$ cat src/hw/uad_params.svh
`ifndef UAD_PARAMS_SVH
`define UAD_PARAMS_SVH
`define UAD_GPIO_W       16
`define UAD_SENSE_LINE   2
`define UAD_DETACH_LINE  3
`define UAD_WAKE_LINE    4
`define UAD_PULLUP_LINE  5
`define UAD_SETTLE_NS    1000
`define UAD_CLK_NS       8
`define UAD_SETTLE_CYC   ((`UAD_SETTLE_NS + `UAD_CLK_NS - 1) / `UAD_CLK_NS)
`endif

$ cat src/hw/uad_pkg.sv
package uad_pkg;
    typedef enum logic [1:0] {
        UAD_DETACHED,
        UAD_SETTLE,
        UAD_ATTACHED
    } uad_state_e;
    typedef logic [3:0] uad_sel_t;
endpackage : uad_pkg

$ cat src/hw/uad_sync_if.sv
`timescale 1ns/1ps
interface uad_sync_if;
    logic detach_req;
    logic bus_sense;
    modport src (output detach_req, output bus_sense);
    modport dst (input  detach_req, input  bus_sense);
endinterface : uad_sync_if

$ cat src/hw/uad_sync.sv
`timescale 1ns/1ps
module uad_sync (
    input  wire logic core_clk_i,  // Clock
    input  wire logic rst_b_i,     // Sync reset, low
    input  wire logic detach_i,    // Raw detach request
    input  wire logic sense_i,     // Raw bus sense
    uad_sync_if.src   sync_o       // Synchronised levels
);
    logic [1:0] det_r, det_nxt;
    logic [1:0] sen_r, sen_nxt;
    always_comb begin
        det_nxt = {det_r[0], detach_i};
        sen_nxt = {sen_r[0], sense_i};
    end
    always_ff @(posedge core_clk_i) begin
        if (!rst_b_i) begin
            det_r <= 2'h3;
            sen_r <= 2'h0;
        end else begin
            det_r <= det_nxt;
            sen_r <= sen_nxt;
        end
    end
    assign sync_o.detach_req = det_r[1];
    assign sync_o.bus_sense  = sen_r[1];
endmodule : uad_sync

$ cat src/hw/uad_top.sv
`timescale 1ns/1ps
`include "uad_params.svh"
module uad_top import uad_pkg::*; #(
    parameter int GPIO_W     = `UAD_GPIO_W,
    parameter int SETTLE_CYC = `UAD_SETTLE_CYC
) (
    input  wire logic              core_clk_i,        // 125 MHz clock
    input  wire logic              rst_b_i,           // Sync reset, low
    input  wire logic              ready_i,           // Stack ready to enumerate
    input  wire logic              self_powered_i,    // Self-powered mode
    input  wire logic              ext_pullup_i,      // Use external pull-up line
    input  wire logic [3:0]        sense_sel_i,       // Sense line select
    input  wire logic              sense_sel_en_i,    // Override default sense line
    input  wire logic [3:0]        detach_sel_i,      // Detach line select
    input  wire logic [3:0]        wake_sel_i,        // Wake line select
    input  wire logic [3:0]        pullup_sel_i,      // External pull-up line select
    input  wire logic              wake_req_i,        // Request host wake
    input  wire logic              inband_wake_req_i, // Request in-band resume
    input  wire logic              phy_dp_o_i,        // Transceiver D+ drive
    input  wire logic              phy_dm_o_i,        // Transceiver D- drive
    input  wire logic              phy_oe_i,          // Transceiver drive enable
    input  wire logic [GPIO_W-1:0] general_purpose_line_i,  // Pin levels
    output logic [GPIO_W-1:0]      general_purpose_line_o,  // Pin drive values
    output logic [GPIO_W-1:0]      general_purpose_line_oe_o, // Pin enables
    output logic                   d_plus_line_o,     // D+ drive value
    output logic                   d_plus_line_oe_o,  // D+ enable
    output logic                   d_minus_line_o,    // D- drive value
    output logic                   d_minus_line_oe_o, // D- enable
    output logic                   int_pullup_o,      // Internal pull-up on
    output logic                   inband_wake_o,     // In-band resume allowed
    output logic                   attached_o,        // Connected and settled
    output logic                   full_speed_o       // Full-speed signalling
);
    // Selects are four bits wide and the default lines reach line 5; the settle counter is 16 bits
    if (GPIO_W < 6 || GPIO_W > 16 || SETTLE_CYC < 1 || SETTLE_CYC > 65536) begin : g_bad_params
        $error("uad_top: unsupported parameters");
    end

    ////////////////////////////////////////////////////////////////////////
    // Pin selection

    // Selects beyond the pin count read as low and drive nothing
    function automatic logic line_ok(input logic [3:0] s);
        line_ok = int'(s) < GPIO_W;
    endfunction : line_ok

    function automatic logic pick(input logic [GPIO_W-1:0] v, input logic [3:0] s);
        pick = line_ok(s) ? v[s] : 1'b0;
    endfunction : pick

    logic sense_raw, detach_raw;
    always_comb begin
        sense_raw  = pick(general_purpose_line_i,
                          sense_sel_en_i ? sense_sel_i : 4'(`UAD_SENSE_LINE));
        detach_raw = pick(general_purpose_line_i, detach_sel_i);
    end

    // Both raw inputs pass two flip-flops before any decision uses them
    uad_sync_if s_if ();
    uad_sync u_sync (
        .core_clk_i (core_clk_i),
        .rst_b_i    (rst_b_i),
        .detach_i   (detach_raw),
        .sense_i    (sense_raw),
        .sync_o     (s_if.src)
    );

    ////////////////////////////////////////////////////////////////////////
    // Connection state

    // Pull-up is on during SETTLE; attached only after SETTLE_CYC steady cycles
    uad_state_e st_r, st_nxt;
    logic [15:0] cnt_r, cnt_nxt;
    logic        conn_ok;
    always_comb begin
        // Bus-powered mode runs from the bus itself, so the sense line is not consulted
        conn_ok = ready_i && !s_if.detach_req && (!self_powered_i || s_if.bus_sense);
        st_nxt  = st_r;
        cnt_nxt = cnt_r;
        unique case (st_r)
            UAD_DETACHED: begin
                cnt_nxt = 16'h0000;
                if (conn_ok)
                    st_nxt = UAD_SETTLE;
            end
            UAD_SETTLE: begin
                if (!conn_ok)
                    st_nxt = UAD_DETACHED;
                else if (int'(cnt_r) >= SETTLE_CYC - 1)
                    st_nxt = UAD_ATTACHED;
                else
                    cnt_nxt = cnt_r + 16'h0001;
            end
            UAD_ATTACHED: begin
                if (!conn_ok)
                    st_nxt = UAD_DETACHED;
            end
        endcase
    end
    always_ff @(posedge core_clk_i) begin
        if (!rst_b_i) begin
            st_r  <= UAD_DETACHED;
            cnt_r <= 16'h0000;
        end else begin
            st_r  <= st_nxt;
            cnt_r <= cnt_nxt;
        end
    end

    ////////////////////////////////////////////////////////////////////////
    // Output registers

    logic [GPIO_W-1:0] gpo_nxt, gpoe_nxt;
    logic dp_nxt, dpoe_nxt, dm_nxt, dmoe_nxt, ipu_nxt, ibw_nxt, att_nxt, wake_nxt, pu_on;
    always_comb begin
        pu_on    = conn_ok && (st_r != UAD_DETACHED);
        ipu_nxt  = pu_on && !ext_pullup_i;
        dpoe_nxt = conn_ok && phy_oe_i;
        dmoe_nxt = conn_ok && phy_oe_i;
        // Transceiver levels pass through; only the enables are gated
        dp_nxt   = phy_dp_o_i;
        dm_nxt   = phy_dm_o_i;
        ibw_nxt  = inband_wake_req_i && conn_ok && (st_r == UAD_ATTACHED);
        att_nxt  = conn_ok && (st_r == UAD_ATTACHED);
        wake_nxt = wake_req_i && s_if.detach_req;
        gpo_nxt  = '0;
        gpoe_nxt = '0;
        // Wake line is always driven, unless the external pull-up uses the same line, so the host never sees it float
        if (line_ok(wake_sel_i)) begin
            gpo_nxt[wake_sel_i]  = wake_nxt;
            gpoe_nxt[wake_sel_i] = 1'b1;
        end
        // External pull-up line floats while off, so the resistor is truly disconnected
        if (ext_pullup_i && line_ok(pullup_sel_i)) begin
            gpo_nxt[pullup_sel_i]  = pu_on;
            gpoe_nxt[pullup_sel_i] = pu_on;
        end
    end
    always_ff @(posedge core_clk_i) begin
        if (!rst_b_i) begin
            general_purpose_line_o    <= '0;
            general_purpose_line_oe_o <= '0;
            d_plus_line_o             <= 1'b0;
            d_plus_line_oe_o          <= 1'b0;
            d_minus_line_o            <= 1'b0;
            d_minus_line_oe_o         <= 1'b0;
            int_pullup_o              <= 1'b0;
            inband_wake_o             <= 1'b0;
            attached_o                <= 1'b0;
            full_speed_o              <= 1'b0;
        end else begin
            general_purpose_line_o    <= gpo_nxt;
            general_purpose_line_oe_o <= gpoe_nxt;
            d_plus_line_o             <= dp_nxt;
            d_plus_line_oe_o          <= dpoe_nxt;
            d_minus_line_o            <= dm_nxt;
            d_minus_line_oe_o         <= dmoe_nxt;
            int_pullup_o              <= ipu_nxt;
            inband_wake_o             <= ibw_nxt;
            attached_o                <= att_nxt;
            full_speed_o              <= att_nxt;
        end
    end

    ////////////////////////////////////////////////////////////////////////
    // Checks

    // Checks with |=> look one edge after their condition, those with |-> in the same cycle; out of reset only
    a_detach_kills_pullup: assert property (@(posedge core_clk_i) disable iff (!rst_b_i)
        s_if.detach_req |=> !int_pullup_o && !d_plus_line_oe_o && !d_minus_line_oe_o)
        else $error("pull-up or drive while detached");
    a_sense_gates_pullup: assert property (@(posedge core_clk_i) disable iff (!rst_b_i)
        (self_powered_i && !s_if.bus_sense) |=> !int_pullup_o)
        else $error("pull-up on without bus supply");
    a_ready_gates_pullup: assert property (@(posedge core_clk_i) disable iff (!rst_b_i)
        !ready_i |=> !int_pullup_o && !attached_o)
        else $error("pull-up before ready");
    a_ext_no_internal: assert property (@(posedge core_clk_i) disable iff (!rst_b_i)
        ext_pullup_i |=> !int_pullup_o)
        else $error("internal pull-up with external selected");
    a_wake_only_detach: assert property (@(posedge core_clk_i) disable iff (!rst_b_i)
        (!s_if.detach_req && int'(wake_sel_i) < GPIO_W) |=> !general_purpose_line_o[$past(wake_sel_i)])
        else $error("wake outside detach");
    a_no_inband_detach: assert property (@(posedge core_clk_i) disable iff (!rst_b_i)
        s_if.detach_req |=> !inband_wake_o)
        else $error("in-band wake while detached");
    a_reattach_pullup: assert property (@(posedge core_clk_i) disable iff (!rst_b_i)
        (st_r == UAD_DETACHED && conn_ok && !ext_pullup_i) ##1 (conn_ok && !ext_pullup_i) |=> int_pullup_o)
        else $error("no pull-up after reattach");
    a_settle_attach: assert property (@(posedge core_clk_i) disable iff (!rst_b_i)
        $rose(attached_o) |-> $past(st_r == UAD_ATTACHED) && $past(st_r == UAD_SETTLE, 2) && full_speed_o)
        else $error("attached without settling");
    a_sense_default: assert property (@(posedge core_clk_i) disable iff (!rst_b_i)
        !sense_sel_en_i |-> sense_raw == general_purpose_line_i[`UAD_SENSE_LINE])
        else $error("wrong default sense line");
    a_wake_on_request: assert property (@(posedge core_clk_i) disable iff (!rst_b_i)
        (s_if.detach_req && wake_req_i && line_ok(wake_sel_i) && !(ext_pullup_i && pullup_sel_i == wake_sel_i))
        |=> general_purpose_line_o[$past(wake_sel_i)] && general_purpose_line_oe_o[$past(wake_sel_i)])
        else $error("wake request not driven");
    a_ext_pullup_off: assert property (@(posedge core_clk_i) disable iff (!rst_b_i)
        (s_if.detach_req && ext_pullup_i && line_ok(pullup_sel_i))
        |=> !general_purpose_line_o[$past(pullup_sel_i)] && !general_purpose_line_oe_o[$past(pullup_sel_i)])
        else $error("external pull-up on while detached");
    a_detach_sync_lag: assert property (@(posedge core_clk_i) disable iff (!rst_b_i)
        $changed(s_if.detach_req) |-> s_if.detach_req == $past(detach_raw, 2))
        else $error("detach not two stages behind pin");
    a_oe_follows_phy: assert property (@(posedge core_clk_i) disable iff (!rst_b_i)
        (conn_ok && phy_oe_i) |=> d_plus_line_oe_o && d_minus_line_oe_o)
        else $error("data lines not driven while connected");
endmodule : uad_top

$ cat config.mk
export PLATFORM = sky130hd
export DESIGN_NAME = uad_top
export DESIGN_NICKNAME = d
export VERILOG_FILES = /design/src/hw/uad_pkg.sv /design/src/hw/uad_sync_if.sv /design/src/hw/uad_sync.sv /design/src/hw/uad_top.sv
export VERILOG_INCLUDE_DIRS = /design/src /design/src/hw
export SDC_FILE = /design/constraint.sdc
export NUM_CORES = 1
export LEC_CHECK = 0
export ABC_AREA = 1
export BUFFER_PORTS_ARGS = -buffer_cell sky130_fd_sc_hd__buf_2
export CORE_ASPECT_RATIO = 1.5
export CORE_MARGIN = 10
export CORE_UTILIZATION = 35
export CTS_CLUSTER_SIZE = 28
export DETAILED_ROUTE_END_ITERATION = 8
export PLACE_DENSITY = 0.69
export SLEW_MARGIN = 20
export SYNTH_ARGS = -nofsm -noshare
export SYNTH_HDL_FRONTEND = slang
export SYNTH_SLANG_ARGS = --single-unit
export TNS_END_PERCENT = 20
$ cat constraint.sdc
create_clock -name core_clk_i -period 1.5 [get_ports core_clk_i]
set_clock_uncertainty 0.2 [all_clocks]
set_input_delay 0.075 -clock core_clk_i [delete_from_list [all_inputs] [get_ports core_clk_i]]
set_output_delay 0.075 -clock core_clk_i [all_outputs]
set_load 0.02 [all_outputs]
==> run_results.csv <==
group,metric,value,unit
timing,worst_slack,-0.137,ns
yosys,synth_top_area_cell,"dfxtp_1",
die,start_util,0.359,
yosys,synth_cells,399,
min_path,whs_path_depth,3,
worst_setup_path,critPathRequiredTime,1.53,ns
min_path,hold_class,"in -> reg",
timing,worst_pin_slew,0.411,ns
detailed_routing,wl_met2,4470,um
yosys,ys_types,36,
worst_setup_path,start_kind,"flip-flop",
yosys,synthFlopType,"dfxtp_1",
timing,slew_violations,0,
timing,setup_viol_count_final,35,
detailed_routing,antenna_left,0,
min_path,hp-start,"rst_b_i",
die,pin_count,83,
status,violations,"negative setup slack",
global_routing,antenna_found_initial,0,
clock_network,cts_tree,"done",
die,core_area,8060,um^2
detailed_routing,route.detailed.drc,0,
clock_network,clock-root-buffer,"clkbuf_16",
cells_and_area,area_delta_synth_final,51.2,%
cells_and_area,nFillCells,717,
cells_and_area,finalNetCount,577,
pwr,power_density,1220,nW/um^2
timing,fin_crit,1.64,ns
worst_setup_path,r2r_cells,9,
yosys,async_reset_ff_frac,0,
yosys,syn_area,2890,um^2
timing,max_freq,0.611,GHz
detailed_routing,wl_per_cell,13.5,um
die,die_w,94.2,um
global_routing,grt_usage,0.140,
worst_setup_path,critPathArrivalTime,1.66,ns
worst_setup_path,setup.worst_path.end_class,"flip-flop",
yosys,yosysMostFrequentCell,"nand2_1",
yosys,synth_seq_cells,60,
timing,fin_tns_setup,-2.07,ns
yosys,netlist_top_cells_count,"nand2_1 (85), dfxtp_1 (60), nor2_1 (59)",
die,fp.dieH,131,um
yosys,synth_fp_nets,447,
clock_network,clkTransAtPathRegs,0.05,ns
die,num_rows,40,
min_path,hold_end,"general_purpose_line_oe_o[3]$_SDFF_PN0_",
worst_setup_path,worstSetupPathType,"reg -> reg",
detailed_routing,dr.pass1.iters,5,
placed_design,io_buffers,82,
cells_and_area,regArea,1200,um^2
global_routing,first_global_vias,3141,
cells_and_area,multiInputGateArea,1630,um^2
worst_setup_path,reg2reg_slack,-0.14,ns
detailed_routing,wl_met1,3160,um
placed_design,dpl.cell_count,595,
worst_setup_path,rr_endpoint,"general_purpose_line_o[9]$_SDFF_PN0_",
placed_design,place_area,3540,um^2
timing,grt_setup_unrepaired,"yes",
yosys,ys_warn_count,0,
clock_network,insertion_delay,0.33,ns
detailed_routing,num_vias,3026,
placed_design,gp_congestion,0.912,
global_routing,grt_max_degree,17,
status,status,"finished, violations left",
pwr,p_leak,2.04,nW
cells_and_area,stdcell_count,639,
yosys,seq_area_frac_synth,0.415,
clock_network,htree_levels,3,
run,max_cap_violations,0,
detailed_routing,drtIter0Drc,196,
global_routing,grt_first_pass_wirelength,14100,um
global_routing,globalRouteOverflowTotal,0,
timing,timing.final.crit_share,1.09,
detailed_routing,avgViaCountPerCell,4.74,
timing,holdWs,0.00436,ns
detailed_routing,wl,8640,um
timing,relSlewSlack,0.726,
die,dieArea,12400,um^2
cells_and_area,fin_area,4370,um^2
clock_network,numCtsBuffers,9,
clock_network,cts_max_path_buffers,2,
placed_design,hpwl,6050,um
worst_setup_path,path_max_fanout,6,
yosys,syn_area_per_cell,7.25,um^2
timing,hold_viol,0,
worst_setup_path,rr_startpoint,"st_r[1]$_SDFFE_PN0P_",
yosys,synthTopCellsByArea,"dfxtp_1 (42%), nand2_1 (11%), nor2_1 (7.7%), inv_1 (6.0%), nand3_1 (4.5%)",
cells_and_area,layout-drive-gt1-share,0.352,
pwr,fin_total_pwr,0.00532,W
detailed_routing,dr_wl_met3,745,um
pwr,ir_drop,805,uV
yosys,synth_top_cell_area_share,0.415,
detailed_routing,highest_layer,"met4",
yosys,synth_edf_count,0,
cells_and_area,n_antenna_cell,0,
clock_network,cts_sinks,60,
## stage by stage
step | utilization | worst slack [ns]
2_1_floorplan | - | -0.0444
3_3_place_gp | 0.439 | -0.140
3_5_place_dp | 0.439 | -0.193
4_1_cts | 0.529 | -0.101
5_1_grt | 0.543 | -0.198
6_report | 0.543 | -0.137
## how the worst max path moves through the flow
stage                         start                                     to  depth (start not counted)
2_1_floorplan  st_r[0]$_SDFFE_PN0P_  general_purpose_line_o[14]$_SDFF_PN0_                          8
4_1_cts        st_r[1]$_SDFFE_PN0P_   general_purpose_line_o[9]$_SDFF_PN0_                          9
3_5_place_dp   st_r[0]$_SDFFE_PN0P_   general_purpose_line_o[3]$_SDFF_PN0_                          8
6_report       st_r[1]$_SDFFE_PN0P_   general_purpose_line_o[9]$_SDFF_PN0_                          9
3_3_place_gp   st_r[0]$_SDFFE_PN0P_   general_purpose_line_o[3]$_SDFF_PN0_                          8
5_1_grt        st_r[1]$_SDFFE_PN0P_                  cnt_r[4]$_SDFFE_PN0P_                          8
## routing by layer
layer  up-vias  global-route usage
met3        23              0.0507
li1       1521                   -
met2       102               0.245
met1      1380               0.134
met4         0              0.0822
met5         -                   0
## critical path, stage by stage, from the launching register on
cell and delay, ns:
dfxtp_2 0.32, inv_2 0.07, ha_4 0.15, inv_4 0.04, nand3_4 0.14, buf_12 0.16, nor2_4 0.05, buf_4 0.13
buf_4 0.12, o21a_1 0.15
## final cells by class
type,instances,share of cell area
well taps,105,0.0301
clock inverters,5,0.0189
inverters,50,0.0435
multi-input cells,277,0.373
clock buffers,11,0.0578
repair buffers,131,0.201
flip-flops and latches,60,0.275
## registers in the layout (all words and copies together) (netlist names)
register / flops
general_purpose_line_oe_o: 16
d_minus_line_oe_o: 1
cnt_r: 16
d_plus_line_o: 1
general_purpose_line_o: 16
int_pullup_o: 1
d_minus_line_o: 1
u_sync.det_r: 2
st_r: 2
full_speed_o: 1
u_sync.sen_r: 2
inband_wake_o: 1
## timing repair
item                                    in CTS  in global routing
pin swaps                                   10                  6
endpoints found under the hold margin       21                  0
hold buffers                                22                  0
endpoints found under the setup margin      50                 51
cloned                                       2                  0
gates resized for setup                     34                 23
buffers inserted                             2                  2
## where the power goes
group          internal [W]  switching [W]  leakage (nW)
Combinational      0.000600       0.000765          1.39
Sequential          0.00165      0.0000273         0.487
Clock               0.00155       0.000726         0.166
## layout by cell type (no fill, tap or decap), types with 6 or more instances in the layout
cell type      instances
a21oi_2               11
clkbuf_16              9
nor2_1                47
dfxtp_1               58
o21ai_0                9
a21oi_1               12
inv_1                 43
nand2_1               81
dlygate4sd3_1         21
or2_1                  6
and2_1                 7
buf_4                 23
nor3_1                 9
nor2_2                 6
nand3_1               27
nor3b_2                8
nor2_4                12
buf_2                 81
## kinds of logic (layout without fill, tap and decap cells)
logic type / after synthesis / in the layout / synth area share
compound gates: 48 / 48 / 0.103
xor+xnor: 3 / 3 / 0.00909
fa+ha+maj: 5 / 5 / 0.0216
buf+inv: 63 / 197 / 0.0904
flops: 60 / 60 / 0.415
simple gates: 220 / 221 / 0.360
Note: power is estimated with default switching activity, not from simulation.
